**src/trig_io_pkg.sv**
```systemverilog
// constants and types shared by the trigger and sync output logic
// assumes a single 20 MHz core clock drives every register of the block
package trig_io_pkg;

   // ------------------------------------------------------------
   // clock and pulse timing
   // ------------------------------------------------------------
   localparam int CLK_PERIOD_NS = 50;
   localparam int ECHO_PULSE_NS = 6000;
   // exact division; a longest time would round down here anyway
   localparam int ECHO_PULSE_CYCLES = ECHO_PULSE_NS / CLK_PERIOD_NS;
   localparam int ECHO_CNT_W = 7;
   localparam logic [ECHO_CNT_W-1:0] ECHO_CNT_LAST = ECHO_CNT_W'(ECHO_PULSE_CYCLES - 1);
   localparam logic [ECHO_CNT_W-1:0] ECHO_CNT_ZERO = 7'h00;

   // ------------------------------------------------------------
   // reset values and trigger source choice
   // ------------------------------------------------------------
   localparam logic OUT_RESET = 1'b0;
   localparam logic SYNC_RESET = 1'b1; // trigger lines idle high

   typedef enum logic [1:0] {
      TRIG_SRC_SINGLE,
      TRIG_SRC_DIFF,
      TRIG_SRC_EITHER
   } trig_src_type;

   typedef enum logic {
      ECHO_IDLE,
      ECHO_HIGH
   } echo_state_type;

endpackage

```
**src/trig_event_if.sv**
```systemverilog
// carrier for one synchronised trigger line and its falling-edge event
// assumes source and sink share the core clock
`timescale 1ns/10ps
interface trig_event_if;
   logic level;
   logic fall;
   modport source (output level, output fall);
   modport sink (input level, input fall);
endinterface

```
**src/trig_edge_sync.sv**
```systemverilog
// two-flop synchroniser with a falling-edge detector for one trigger line
// assumes the pin is asynchronous to i_clk and idles high
`timescale 1ns/10ps
module trig_edge_sync
   import trig_io_pkg::*;
(
   // clock and reset
   input wire logic i_clk,
   input wire logic i_reset_n,
   // raw asynchronous line
   input wire logic i_pin,
   // synchronised level and edge event
   trig_event_if.source ev
);

   logic meta_r;
   logic sync_r;
   logic prev_r;
   logic fall_r;

   // ------------------------------------------------------------
   // synchroniser; meta_r feeds sync_r only
   // ------------------------------------------------------------
   always_ff @(posedge i_clk or negedge i_reset_n) begin
      if (!i_reset_n) begin
         meta_r <= SYNC_RESET;
         sync_r <= SYNC_RESET;
      end else begin
         meta_r <= i_pin;
         sync_r <= meta_r;
      end
   end

   // edge after synchronisation
   // one event per high-to-low step, rising steps ignored
   always_ff @(posedge i_clk or negedge i_reset_n) begin
      if (!i_reset_n) begin
         prev_r <= SYNC_RESET;
         fall_r <= 1'b0;
      end else begin
         prev_r <= sync_r;
         fall_r <= prev_r & ~sync_r;
      end
   end

   assign ev.level = prev_r;
   assign ev.fall = fall_r;
endmodule

```
**src/camera_trigger_sync_io.sv**
```systemverilog
// trigger input handling, trigger echo pulse and sensor timing outputs
// assumes the sensor sequencer runs on i_clk and its timing inputs are
// already synchronous; trigger pins are asynchronous and idle high
`timescale 1ns/10ps

module camera_trigger_sync_io
   import trig_io_pkg::*;
(
   // clock and reset
   input wire logic i_clk,
   input wire logic i_reset_n,
   // external trigger pins
   input wire logic i_trigger_in,
   input wire logic i_diff_trig_p,
   input wire logic i_diff_trig_n,
   // configuration from camera control
   input wire trig_src_type i_trig_src,
   input wire logic i_trig_armed,
   input wire logic i_overlap_mode,
   // sensor sequencer timing
   input wire logic i_sensor_exposing,
   input wire logic i_readout_frame,
   input wire logic i_readout_pixels,
   // exposure start to the sequencer
   output logic o_expose_start,
   // auxiliary outputs
   output logic o_strobe_out,
   output logic o_trigger_out,
   output logic o_line_valid_out,
   output logic o_frame_valid_out
);

   // ------------------------------------------------------------
   // declarations
   // ------------------------------------------------------------
   trig_event_if single_ev ();
   trig_event_if diff_ev ();

   logic diff_level;
   logic trig_hit;
   echo_state_type echo_state_r;
   echo_state_type echo_state_nxt;
   logic [ECHO_CNT_W-1:0] echo_cnt_r;
   logic [ECHO_CNT_W-1:0] echo_cnt_nxt;
   logic expose_start_r;
   logic strobe_r;
   logic echo_out_r;
   logic line_valid_r;
   logic frame_valid_r;

   // source filter shared by both trigger paths
   function automatic logic src_allows(input trig_src_type src, input logic diff_path);
      logic ok;
      ok = 1'b0;
      unique case (src)
         TRIG_SRC_SINGLE: ok = !diff_path;
         TRIG_SRC_DIFF: ok = diff_path;
         TRIG_SRC_EITHER: ok = 1'b1;
         default: ok = 1'b0; // code 2'b11 is illegal
      endcase
      return ok;
   endfunction

   // ------------------------------------------------------------
   // trigger inputs
   // ------------------------------------------------------------
   // pair as one signal
   // receiver view: high when p above n; equal pins read as low
   assign diff_level = i_diff_trig_p & ~i_diff_trig_n;

   trig_edge_sync u_sync_single (
      .i_clk(i_clk),
      .i_reset_n(i_reset_n),
      .i_pin(i_trigger_in),
      .ev(single_ev.source)
   );

   trig_edge_sync u_sync_diff (
      .i_clk(i_clk),
      .i_reset_n(i_reset_n),
      .i_pin(diff_level),
      .ev(diff_ev.source)
   );

   // one event per edge
   // both paths in one cycle still count as one trigger
   assign trig_hit = i_trig_armed &
                     ((single_ev.fall & src_allows(i_trig_src, 1'b0)) |
                      (diff_ev.fall & src_allows(i_trig_src, 1'b1)));

   always_ff @(posedge i_clk or negedge i_reset_n) begin
      if (!i_reset_n) begin
         expose_start_r <= OUT_RESET;
      end else begin
         expose_start_r <= trig_hit;
      end
   end

   // ------------------------------------------------------------
   // trigger echo pulse
   // ------------------------------------------------------------
   // fixed pulse length
   // a new trigger mid-pulse restarts the count so no event is lost
   always_comb begin
      echo_state_nxt = echo_state_r;
      echo_cnt_nxt = echo_cnt_r;
      unique case (echo_state_r)
         ECHO_IDLE: begin
            if (trig_hit) begin
               echo_state_nxt = ECHO_HIGH;
               echo_cnt_nxt = ECHO_CNT_ZERO;
            end
         end
         ECHO_HIGH: begin
            if (trig_hit) begin
               echo_cnt_nxt = ECHO_CNT_ZERO;
            end else if (echo_cnt_r == ECHO_CNT_LAST) begin
               echo_state_nxt = ECHO_IDLE;
            end else begin
               echo_cnt_nxt = echo_cnt_r + 7'h01;
            end
         end
      endcase
   end

   always_ff @(posedge i_clk or negedge i_reset_n) begin
      if (!i_reset_n) begin
         echo_state_r <= ECHO_IDLE;
         echo_cnt_r <= ECHO_CNT_ZERO;
      end else begin
         echo_state_r <= echo_state_nxt;
         echo_cnt_r <= echo_cnt_nxt;
      end
   end

   // echo starts with edge
   // registered from the next state so the pin rises with the start pulse
   always_ff @(posedge i_clk or negedge i_reset_n) begin
      if (!i_reset_n) begin
         echo_out_r <= OUT_RESET;
      end else begin
         echo_out_r <= (echo_state_nxt == ECHO_HIGH);
      end
   end

   // ------------------------------------------------------------
   // sensor timing outputs
   // ------------------------------------------------------------
   // strobe during exposure
   // outside overlapped mode the strobe is held low
   always_ff @(posedge i_clk or negedge i_reset_n) begin
      if (!i_reset_n) begin
         strobe_r <= OUT_RESET;
      end else begin
         strobe_r <= i_overlap_mode & i_sensor_exposing;
      end
   end

   // line valid gating
   // gated by frame so stray pixel flags in frame gaps stay hidden
   always_ff @(posedge i_clk or negedge i_reset_n) begin
      if (!i_reset_n) begin
         line_valid_r <= OUT_RESET;
      end else begin
         line_valid_r <= i_readout_frame & i_readout_pixels;
      end
   end

   always_ff @(posedge i_clk or negedge i_reset_n) begin
      if (!i_reset_n) begin
         frame_valid_r <= OUT_RESET;
      end else begin
         frame_valid_r <= i_readout_frame;
      end
   end

   // every output straight from a flop
   assign o_expose_start = expose_start_r;
   assign o_strobe_out = strobe_r;
   assign o_trigger_out = echo_out_r;
   assign o_line_valid_out = line_valid_r;
   assign o_frame_valid_out = frame_valid_r;

   // helper: length of the current echo pulse since its last (re)start
   logic [ECHO_CNT_W:0] echo_len_r;
   always_ff @(posedge i_clk or negedge i_reset_n) begin
      if (!i_reset_n) begin
         echo_len_r <= 8'h00;
      end else if (expose_start_r) begin
         echo_len_r <= 8'h01;
      end else if (echo_out_r) begin
         echo_len_r <= echo_len_r + 8'h01;
      end else begin
         echo_len_r <= 8'h00;
      end
   end
endmodule

```
**config.mk**
```make
export PLATFORM = sky130hd
export DESIGN_NAME = camera_trigger_sync_io
export DESIGN_NICKNAME = d
export VERILOG_FILES = /design/src/trig_io_pkg.sv /design/src/trig_event_if.sv /design/src/trig_edge_sync.sv /design/src/camera_trigger_sync_io.sv
export SDC_FILE = /design/constraint.sdc
export NUM_CORES = 1
export LEC_CHECK = 0
export BUFFER_PORTS_ARGS = -buffer_cell sky130_fd_sc_hd__buf_2
export CORE_MARGIN = 3
export CORE_UTILIZATION = 54
export CTS_BUF_LIST = sky130_fd_sc_hd__clkbuf_8 sky130_fd_sc_hd__clkbuf_16
export DETAILED_ROUTE_END_ITERATION = 7
export HOLD_SLACK_MARGIN = 0.02
export PLACE_DENSITY = 0.77
export SETUP_SLACK_MARGIN = 0.4
export SYNTH_ARGS = -nofsm -noshare
export SYNTH_HDL_FRONTEND = slang
export SYNTH_SLANG_ARGS = --single-unit
```
**constraint.sdc**
```tcl
create_clock -name i_clk -period 3.4 [get_ports i_clk]
set_input_delay 0.34 -clock i_clk [delete_from_list [all_inputs] [get_ports i_clk]]
set_output_delay 0.34 -clock i_clk [all_outputs]
set_load 0.01 [all_outputs]
```
* After elaboration in Yosys (flattened, before gate mapping) *
Index checks and enable logic that the tools add are counted.

word-level totals
  register bits = 20
  output and inout bits = 5

operators by class
  reduce and logical (&&, ||, !) cells = 4
  bitwise operators = 13
  equality and inequality tests = 5
  add/sub/neg operators = 1
  mux-type cells = 10

operators by type and width
  cell                 number
  $mux 7               3
  $pmux 7 s2           1
  $and 1x1->1          8
  $add 7x1->7 const B  1
  $eq 7x7->1 const B   1
  $mux 1               5
  $not 1->1            4
  $reduce_or 2->1      2
  $ne 3x3->1 const B   1
  $eq 2x1->1 const B   1
  $eq 2x2->1 const B   1
  $logic_not 2->1      1
  $ne 2x2->1 const B   1
  $pmux 1 s2           1
  $reduce_and 2->1     1
  $or 1x1->1           1

* Logic depth before layout (Yosys ltp) *
Gate-level depths: netlist (run 1).

  depth after elaboration = 8
  gate-level depth with buffers = 5
  mapped depth without buffers = 5

* By module *
From an unflattened synthesis (run 1), not the netlist that was laid out.

unflattened totals
  cell total of the unflattened synthesis = 63
  area total of the unflattened synthesis = 807.0 µm²

by module, submodules not included
  module                  instances  cells each  area each (µm²)
  camera_trigger_sync_io  1          53          571.8
  trig_edge_sync          2          5           117.6

* Worst setup path before layout (run 1) *
Ideal clock, no wire load.

  path type = reg-to-reg
  start point = register echo_cnt_r[0]
  end point = register echo_cnt_r[0]
  period minus slack after synthesis = 1.355 ns
  stages on the path, launching flop included = 5
  arrival time = 1.275 ns
  path slack = 2.045 ns
  path through = dfrtp_1 -> ha_1 -> and4_1 -> a31oi_1 -> mux2i_1

on the way
  longest elaborated chain between the ends = 4

ends and longest elaborated chain
  element                   RTL line                       text
  start: declaration        camera_trigger_sync_io.sv:43   logic [ECHO_CNT_W-1:0] echo_cnt_r;
  start signal: assignment  camera_trigger_sync_io.sv:132  echo_cnt_r <= echo_cnt_nxt;
  $add 7x1->7               camera_trigger_sync_io.sv:120  echo_cnt_nxt = echo_cnt_r + 7'h01;
  $mux 7                    camera_trigger_sync_io.sv:117  end else if (echo_cnt_r == ECHO_CNT_LAST) begin
  $mux 7                    camera_trigger_sync_io.sv:115  if (trig_hit) begin
  $pmux 7 s2                camera_trigger_sync_io.sv:107  unique case (echo_state_r)

Parallel ways exist; a longest one is shown, timed or not. The select of a mux whose other input is x is not followed.
A chain may end at the register's enable or synchronous reset.

* Final worst setup path (run 1) *
Ends and elaborated chain as after synthesis.

==> results.tsv, run 1 <==
metric	value	unit
# DRC	0	
#FFs+latches synth	20	
pin count of the biggest net entering global routing	21	
final net count	100	
Clock Latency Late Sink	260	ps
family with the most delay on the worst path	flip-flops	
total track usage	0.176	
Initial Utilization	0.594	
Hold Fails Final Rpt	0	
switching share of total power	0.263	
Max IR drop VDD	443	uV
core area	0.00133	mm2
share of layout cells above drive strength 1	0.345	
Avg Synthesized Cell Area	12.6	um2
met1 Use GR	0.203	
# H-tree levels	1	
part of the power in the clock network	0.350	
sequential area share after synthesis	0.641	
count of different cell masters after synthesis	22	
crit start category	register	
Final Core Density	0.729	
final slew viol count	0	
Switching Power	176	uW
critical path's slowest cell	dfrtp_1	
global placer's final weighted congestion	0.735	
Mapped Nets	78	
drt pass-1 iters	4	
die area	0.00196	mm2
CP peak stage delay	410	ps
post-layout min period	1490	ps
WP data arrival	1660	ps
Bufs on Longest Clock Path	2	
die width	44.3	um
CP cell instances	ha_1 > and4_1 > a31oi_1 > mux2i_1	
Post-synth EDFFs	0	
via count	547	
worst path bufs/invs	0	
Detailed Route WL	1.36	mm
first-pass GRT wire length	2.35	mm
top achievable clock speed	673	MHz
YS warnings	0	
1st-iter DRT viols	8	
share of synthesized registers carrying an async set or reset	1.00	
share of the synthesized area in the top cell type	0.442	
Avg Vias per Cell	5.53	
Synth area leader	dfrtp_1	
CP Max Fanout	4	
Worst slew margin	0.727	
setup TNS	0	ps
Setup Viol. Count Final	0	
Antenna Nets Post-Route	0	
status	completed	
max-cap viol count	0	
Reg2Reg Setup Slack	1910	ps
Post-synth top cells	dfrtp_1 (14), dfstp_2 (6), nand3_1 (6)	
Synth Flop Type	dfrtp_1	
Area growth, synth to finish	22.7	%
Buffers on Ports	16	
ranking of synthesized cells by area	dfrtp_1 (44%), dfstp_2 (20%), ha_1 (4.7%), nand3_1 (3.8%), nor2b_1 (3.2%)	
met3 usage	0.0488	
vias in the first global route	558	
Leak Pwr	0.478	nW
num ports	17	
initial antenna violation count	0	
Reg clk slew, reported paths	70	ps
diode count	0	
Tcrit/Tclk final	0.437	
Syn Inst Count	63	
Hold Crit Class	primary input to register	
count leader, synth	dfrtp_1	
Internal Power	492	uW
Post-Synthesis Cell Area	792	um2
Num CTS Buffers	3	
Cell Rows	13	
DIE HEIGHT	44.3	um
Crit path required time	3580	ps
CTS tree	yes	
met2 usage	0.288	
WL per Instance	13.7	um
grt ovf	0	
Fillers	96	
Clock Skews	1.92	ps
Sequential Power Share	0.484	
Crit Path Class	register to register	
GRT Max-Usage Layer	met2	
RSZ-0062 raised after global routing	false	
Combinational Power Share	0.165	
Tightest Pin Transition	410	ps
dpl hpwl	898	um
crit end category	register	
clk sinks	20	
CTS Root Cell	clkbuf_8	
post-CTS setup buffer count	0	
pwr dens	687	mW/mm2
==> cell usage in the layout, fill, tap and decap left out, types with 3 or more instances in the layout <==
cell | Yosys | final
ha_1 | 3 | 3
inv_1 | 4 | 4
nand3_1 | 6 | 6
buf_2 | 0 | 16
clkbuf_8 | 0 | 3
nand2_1 | 3 | 3
dfrtp_1 | 14 | 14
a21oi_1 | 4 | 4
dfstp_2 | 6 | 6
nor2b_1 | 4 | 4
==> registers in the layout, summed over array words and instances (netlist names) <==
register / flops
echo_cnt_r: 7
o_expose_start: 1
o_frame_valid_out: 1
o_line_valid_out: 1
o_strobe_out: 1
o_trigger_out: 1
u_sync_diff.ev.fall: 1
u_sync_diff.ev.level: 1
u_sync_diff.meta_r: 1
u_sync_diff.sync_r: 1
u_sync_single.ev.fall: 1
u_sync_single.ev.level: 1
u_sync_single.meta_r: 1
u_sync_single.sync_r: 1
==> power groups by stage <==
stage	sequential, mW	clock, mW	combinational [mW]
6_report	0.323	0.234	0.110
2_1_floorplan	0.317	0	0.0779
5_1_grt	0.333	0.247	0.132
4_1_cts	0.323	0.239	0.111
3_3_place_gp	0.323	0	0.106
3_5_place_dp	0.325	0	0.106
==> cell type report <==
cell class                      count  area [um2]  area share
Timing Repair Buffer               17        90.1      0.0927
Inverter                            4        15.0      0.0154
Clock buffer                        3        41.3      0.0425
Clock inverter                      1        30.0      0.0309
Sequential cell                    20         508       0.523
Tap cell                           15        18.8      0.0193
Multi-Input combinational cell     39         269       0.277
==> layer usage <==
layer	vias up	routed length (um)
li1	264	-
met5	-	0
met4	0	36
met1	258	550
met3	5	91
met2	20	678
==> kinds of logic after synthesis <==
| group | count (synthesis) | share of synthesized area |
|---|---|---|
| xor gates and xnor gates | 1 | 0.0111 |
| adders and majority gates | 3 | 0.0474 |
| muxes | 2 | 0.0253 |
| AOI/OAI and AO/OA | 10 | 0.0821 |
| buffers and inverters | 4 | 0.0190 |
| and+or+nand+nor | 23 | 0.174 |
| DFF | 20 | 0.641 |
==> path summary, 6_finish.rpt <==
path	from	cells after the start	endpoint
max	echo_cnt_r[0]	4	echo_cnt_r[0]
min	i_trigger_in	1	u_sync_single.meta_r
max reg2reg	echo_cnt_r[0]	4	echo_cnt_r[0]
min reg2reg	u_sync_single.meta_r	0	u_sync_single.sync_r
max in group asynchronous	i_reset_n	2	u_sync_single.ev.level
min in group asynchronous	i_reset_n	2	echo_cnt_r[1]
==> per-stage QoR <==
step | setup WS, ps | area, um2 | cells | hold WS, ps | power (mW)
2_1_floorplan | 2050 | 792 | 63 | 44.4 | 0.395
3_3_place_gp | 1870 | 891 | 94 | 299 | 0.428
6_report | 1910 | 972 | 99 | 175 | 0.668
5_1_grt | 1780 | 972 | 99 | 160 | 0.712
4_1_cts | 1900 | 972 | 99 | 169 | 0.672
3_5_place_dp | 1890 | 891 | 94 | 293 | 0.432
==> timing repair <==
action,4_1_cts,5_1_grt
gates resized for setup,0,0
hold buffers,1,0
hold endpoints to repair,14,0
(Power assumes the default switching activity.)
==> inputs of run 2 (changes only) <==
- CORE_UTILIZATION: 54 -> 45
- PLACE_DENSITY: 0.77 -> 0.69
- clock period: 3.4 -> 1.2 ns (I/O delays scaled with it)
==> run 2 against run 1 <==
  * The flow now finishes with violations (negative setup slack)
  * Sequential share of layout area down 6.9 points
  * Largest power group unchanged
  * Non-clock buffer count up 9
  * Power rose to 3.1 times the previous value
  * Worst hold slack worse by 110 ps
  * Design area up 15%
  * Highest routed layer unchanged
  * Register-to-register slack worse by 2000 ps
  * Utilization down 1.7 points
  * Critical endpoint is now echo_cnt_r[3]
  * Global-route usage down 1.3 points
==> results.tsv, run 2 (same netlist as run 1, synthesis figures left out) <==
metric	value	unit	change
Bufs on Longest Clock Path	2		unchanged
Initial Utilization	0.502		was 0.594
initial antenna violation count	0		unchanged
CTS tree	yes		unchanged
vias in the first global route	573		was 558
# H-tree levels	1		unchanged
worst r2r src	echo_cnt_r[0]		unchanged
Antenna Nets Post-Route	0		unchanged
Worst Hold Depth	2		was 1
Reg2Reg Setup Slack	-60	ps	was 1910 ps
Fin Hold WS	67.8	ps	was 175 ps
1st-iter DRT viols	9		was 8
Tightest Pin Transition	424	ps	was 410 ps
Hold Crit Class	primary input to register		unchanged
status	finished, violations left		was completed
Reg clk slew, reported paths	80	ps	was 70 ps
diode count	0		unchanged
dpl hpwl	1.04	mm	was 898 um
Worst Reg-to-Reg Cells	4		unchanged
PnR worst setup slack	-55.8	ps	was 1910 ps
global placer's final weighted congestion	0.819		was 0.735
DIE HEIGHT	48.0	um	was 44.3 um
die width	48.0	um	was 44.3 um
Most flops, register	echo_cnt_r		unchanged
WP data arrival	1440	ps	was 1660 ps
die area	0.00230	mm2	was 0.00196 mm2
drt pass-1 iters	4		unchanged
met3 usage	0.0376		was 0.0488
Avg Vias per Cell	5.11		was 5.53
Setup Viol. Count Final	5		was 0
met2 usage	0.240		was 0.288
crit end category	register		unchanged
share of layout cells above drive strength 1	0.495		was 0.345
Clock Latency Late Sink	250	ps	was 260 ps
Crit path required time	1390	ps	was 3580 ps
pwr dens	1860	mW/mm2	was 687 mW/mm2
first-pass GRT wire length	2.44	mm	was 2.35 mm
via count	557		was 547
failing checks	negative setup slack		
Tcrit/Tclk final	1.05		was 0.437
Area growth, synth to finish	41.7	%	was 22.7%
total track usage	0.163		was 0.176
CTS Root Cell	clkbuf_8		unchanged
crit start category	register		unchanged
Detailed Route WL	1.47	mm	was 1.36 mm
met1 Use GR	0.209		was 0.203
worst hold path endpoint	o_strobe_out		was u_sync_single.meta_r
Hold Startpoint	i_sensor_exposing		was i_trigger_in
Worst slew margin	0.717		was 0.727
top achievable clock speed	796	MHz	was 673 MHz
Num CTS Buffers	3		unchanged
grt ovf	0		unchanged
Buffers on Ports	16		unchanged
Hold Fails Final Rpt	0		unchanged
# DRC	0		unchanged
pin count of the biggest net entering global routing	21		unchanged
Clock Skews	3.19	ps	was 1.92 ps
final net count	109		was 100
Leak Pwr	0.525	nW	was 0.478 nW
GRT Max-Usage Layer	met2		unchanged
core area	0.00158	mm2	was 0.00133 mm2
clk sinks	20		unchanged
reg2reg end	echo_cnt_r[3]		was echo_cnt_r[0]
Max IR drop VDD	1120	uV	was 443 uV
RSZ-0062 raised after global routing	true		was false
Tot Pwr	2.09	mW	was 668 uW
Cell Rows	14		was 13
max reg flops	7		unchanged
max-cap viol count	0		unchanged
post-layout min period	1260	ps	was 1490 ps
commonest non-fill, non-tap cell in the layout	buf_2		unchanged
WL per Instance	13.4	um	was 13.7 um
CP Max Fanout	4		unchanged
most frequent cells in the layout	buf_2 (14), dfrtp_1 (13), buf_4 (6), dfstp_2 (6)		was buf_2 (16), dfrtp_1 (14), nand3_1 (6), dfstp_2 (6)
num ports	17		unchanged
final slew viol count	0		unchanged
Crit Path Class	register to register		unchanged
## run 2: changes by cell type in the layout (fill, tap and decap cells not counted), sizes merged
cell	before	now
buf	16	22
dlygate4sd3	1	4
## run 2: worst max-delay path by stage
stage / startpoint / endpoint / slack, ps / depth (start not counted)
finish: echo_cnt_r[0] / echo_cnt_r[3] / -60 / 4
global route: echo_cnt_r[0] / echo_cnt_r[3] / -90 / 4
CTS: echo_cnt_r[0] / echo_cnt_r[3] / -50 / 4
detailed placement: echo_cnt_r[1] / echo_cnt_r[3] / -50 / 4
global placement: echo_cnt_r[1] / echo_cnt_r[3] / -20 / 4
floorplan: echo_cnt_r[0] / o_trigger_out / -20 / 4
## run 2: critical path: stages (launching register included)
cell and delay (ps):
dfrtp_1 420, ha_4 190, and4_4 160, a211o_2 300, a21oi_2 120
## run 2: layout make-up
cell class / count / area, um2
Clock inverter: 1 / 30.0
Multi-Input combinational cell: 39 / 329
Timing Repair Buffer: 26 / 178
Clock buffer: 3 / 41.3
Fill cell: 115 / 454
Sequential cell: 20 / 509
Inverter: 4 / 15.0
Tap cell: 16 / 20.0
## run 2: routing by layer
layer | wire length, um | vias to the layer above
li1 | - | 279
met1 | 731 | 260
met2 | 648 | 16
met3 | 60 | 2
met4 | 26 | 0
met5 | 0 | -
## run 2: per-stage QoR
stage          utilization  worst slack [ps]  cell area (um2)  TNS, ps  std cells
6_report             0.712             -55.8             1120     -191        109
5_1_grt              0.712             -94.6             1120     -401        109
4_1_cts              0.708             -50.4             1120     -179        109
3_5_place_dp         0.615             -48.5              970     -179        101
3_3_place_gp         0.615             -19.5              970    -38.8        101
2_1_floorplan            -             -25.0              825    -46.9         63
## run 2: power by group
group          switching (mW)  leakage [nW]  internal, mW
combinational           0.230         0.251         0.277
clock                   0.219        0.0357         0.445
sequential              0.127         0.238         0.792
total                   0.576         0.525          1.51
## run 2: repair_timing
action / in CTS / in global routing
hold buffers: 4 / 0
cloned: 0 / 0
pin swaps: 6 / 5
setup endpoints to repair: 13 / 13
resized for setup: 6 / 1
setup buffers: 0 / 0
hold endpoints to repair: 17 / 0
==> inputs of run 3 (changes only) <==
- CTS_BUF_LIST: sky130_fd_sc_hd__clkbuf_8 sky130_fd_sc_hd__clkbuf_16 -> sky130_fd_sc_hd__clkbuf_4 sky130_fd_sc_hd__clkbuf_8 sky130_fd_sc_hd__clkbuf_16
==> run 3 against run 2 <==
  * The run still ends with negative setup slack left
  * Global-route usage is 1.1 points higher
  * First-iteration DRC count is 11% higher
  * Count of clock-buffer cells in the layout stayed put
  * Power is 4.7% lower
  * Setup slack better by 6.7 ps
  * Design area is 1.9% higher
  * Largest power group unchanged
  * Highest routed layer unchanged
==> results.tsv, run 3 (same netlist as run 1, synthesis figures left out) <==
metric	value	unit	change
post-CTS setup buffer count	0		unchanged
Max IR drop VDD	1130	uV	was 1120 uV
WP data arrival	1490	ps	was 1440 ps
Clock Latency Late Sink	300	ps	was 250 ps
pre-CTS WS	-48.5	ps	unchanged
PnR worst setup slack	-49.2	ps	was -55.8 ps
post-layout min period	1250	ps	was 1260 ps
Initial Utilization	0.502		unchanged
crit path from	echo_cnt_r[0]		unchanged
Reg clk slew, reported paths	120	ps	was 80 ps
1st-iter DRT viols	10		was 9
commonest non-fill, non-tap cell in the layout	buf_2		unchanged
share of layout cells above drive strength 1	0.474		was 0.495
die area	0.00230	mm2	unchanged
vias in the first global route	613		was 573
dpl hpwl	1.04	mm	unchanged
# DRC	0		unchanged
clk sinks	20		unchanged
diode count	0		unchanged
WL per Instance	13.6	um	was 13.4 um
Worst Hold Depth	3		was 2
Area growth, synth to finish	44.4	%	was 41.7%
Hold Crit Class	primary input to register		unchanged
Fillers	114		was 115
Cell Rows	14		unchanged
drt pass-1 iters	4		unchanged
family with the most delay on the worst path	flip-flops		unchanged
Tot Pwr	1.99	mW	was 2.09 mW
Cell Count, Final, Fillers Out	113		was 109
top achievable clock speed	801	MHz	was 796 MHz
Tightest Pin Transition	433	ps	was 424 ps
placed insts	101		unchanged
WP depth	4		unchanged
max-cap viol count	0		unchanged
most frequent cells in the layout	buf_2 (14), dfrtp_1 (13), dlygate4sd3_1 (8)		was buf_2 (14), dfrtp_1 (13), buf_4 (6), dfstp_2 (6)
reg2reg end	echo_cnt_r[3]		unchanged
Reg2Reg Setup Slack	-50	ps	was -60 ps
first-pass GRT wire length	2.61	mm	was 2.44 mm
via count	599		was 557
initial antenna violation count	0		unchanged
status	finished, violations left		unchanged
Hold Fails Final Rpt	0		unchanged
DIE HEIGHT	48.0	um	unchanged
# H-tree levels	1		unchanged
Final Core Density	0.725		was 0.712
Setup Viol. Count Final	5		unchanged
critical path's slowest cell	dfrtp_1		unchanged
worst path bufs/invs	0		unchanged
Detailed Route WL	1.54	mm	was 1.47 mm
num ports	17		unchanged
Worst slew margin	0.711		was 0.717
grt ovf	0		unchanged
Most flops, register	echo_cnt_r		unchanged
die width	48.0	um	unchanged
Tcrit/Tclk final	1.04		was 1.05
RSZ-0062 raised after global routing	true		unchanged
pwr dens	1740	mW/mm2	was 1860 mW/mm2
CTS Root Cell	clkbuf_4		was clkbuf_8
pin count of the biggest net entering global routing	21		unchanged
Clock Skews	6.49	ps	was 3.19 ps
crit end category	register		unchanged
Num CTS Buffers	3		unchanged
failing checks	negative setup slack		unchanged
crit start category	register		unchanged
core area	0.00158	mm2	unchanged
Antenna Nets Post-Route	0		unchanged
CP peak stage delay	430	ps	was 420 ps
Crit path required time	1440	ps	was 1390 ps
final slew viol count	0		unchanged
Crit Path Class	register to register		unchanged
max reg flops	7		unchanged
Bufs on Longest Clock Path	2		unchanged
Worst Reg-to-Reg Cells	4		unchanged
Critical Path Sink	echo_cnt_r[3]		unchanged
Leak Pwr	0.534	nW	was 0.525 nW
final net count	113		was 109
Avg Vias per Cell	5.30		was 5.11
CTS tree	yes		unchanged
CP cell instances	ha_4 > and4_4 > a211o_2 > a21oi_2		unchanged
total track usage	0.174		was 0.163
Buffers on Ports	16		unchanged
global placer's final weighted congestion	0.819		unchanged
worst r2r src	echo_cnt_r[0]		unchanged
CP Max Fanout	4		unchanged
run 3: changes by cell type in the layout (fill, tap and decap cells not counted):
cell and delta:
o21ai_1 +1, clkbuf_4 +3, o21ai_0 -1, dlygate4sd3_1 +4
clkbuf_8 -3
run 3: where the power goes:
| part | total [mW] | switching (mW) | internal (mW) |
|---|---|---|---|
| Combinational | 0.522 | 0.236 | 0.286 |
| Sequential | 0.919 | 0.128 | 0.791 |
| Clock | 0.551 | 0.213 | 0.337 |
| Total | 1.99 | 0.577 | 1.41 |
run 3: worst min path at each step:
stage                  from               endpoint  slack, ps
2_1_floorplan     i_reset_n          echo_cnt_r[0]       -180
5_1_grt        i_trig_armed         o_expose_start        140
3_3_place_gp      i_reset_n      o_frame_valid_out         80
3_5_place_dp      i_reset_n  u_sync_single.ev.fall         90
4_1_cts        i_trig_armed         o_expose_start        130
6_report       i_trig_armed         o_expose_start        150
run 3: cell type report:
| class | instances | area (um2) | share of cell area |
|---|---|---|---|
| Inverter | 4 | 15.0 | 0.0131 |
| Sequential cell | 20 | 509 | 0.445 |
| Tap cell | 16 | 20.0 | 0.0175 |
| Clock buffer | 3 | 22.5 | 0.0197 |
| Multi-Input combinational cell | 39 | 329 | 0.288 |
| Timing Repair Buffer | 30 | 218 | 0.190 |
| Clock inverter | 1 | 30.0 | 0.0263 |
run 3: timing repair:
action | in CTS | in global routing
hold endpoints to repair | 19 | 0
gates resized for setup | 6 | 2
pin swaps | 5 | 6
hold buffers | 8 | 0
endpoints found under the setup margin | 13 | 13
run 3: layer usage:
| metal | track usage | share of wire | vias to the layer above |
|---|---|---|---|
| met1 | 0.219 | 0.47 | 289 |
| met4 | 0.118 | 0.018 | 0 |
| li1 | - | - | 289 |
| met5 | 0 | 0 | - |
| met2 | 0.259 | 0.45 | 19 |
| met3 | 0.0451 | 0.056 | 2 |
run 3: tightest hold or removal path, stage by stage:
cell      delay, ps
buf_2           110
o211ai_2         70
nand2_2          90
run 3: metrics by stage:
| step | setup TNS [ps] | instance area [um2] | hold WS (ps) |
|---|---|---|---|
| floorplan | -46.9 | 825 | -176 |
| global placement | -38.8 | 970 | 81.5 |
| detailed placement | -179 | 970 | 89.6 |
| CTS | -220 | 1140 | 127 |
| global route | -477 | 1140 | 135 |
| finish | -203 | 1140 | 145 |
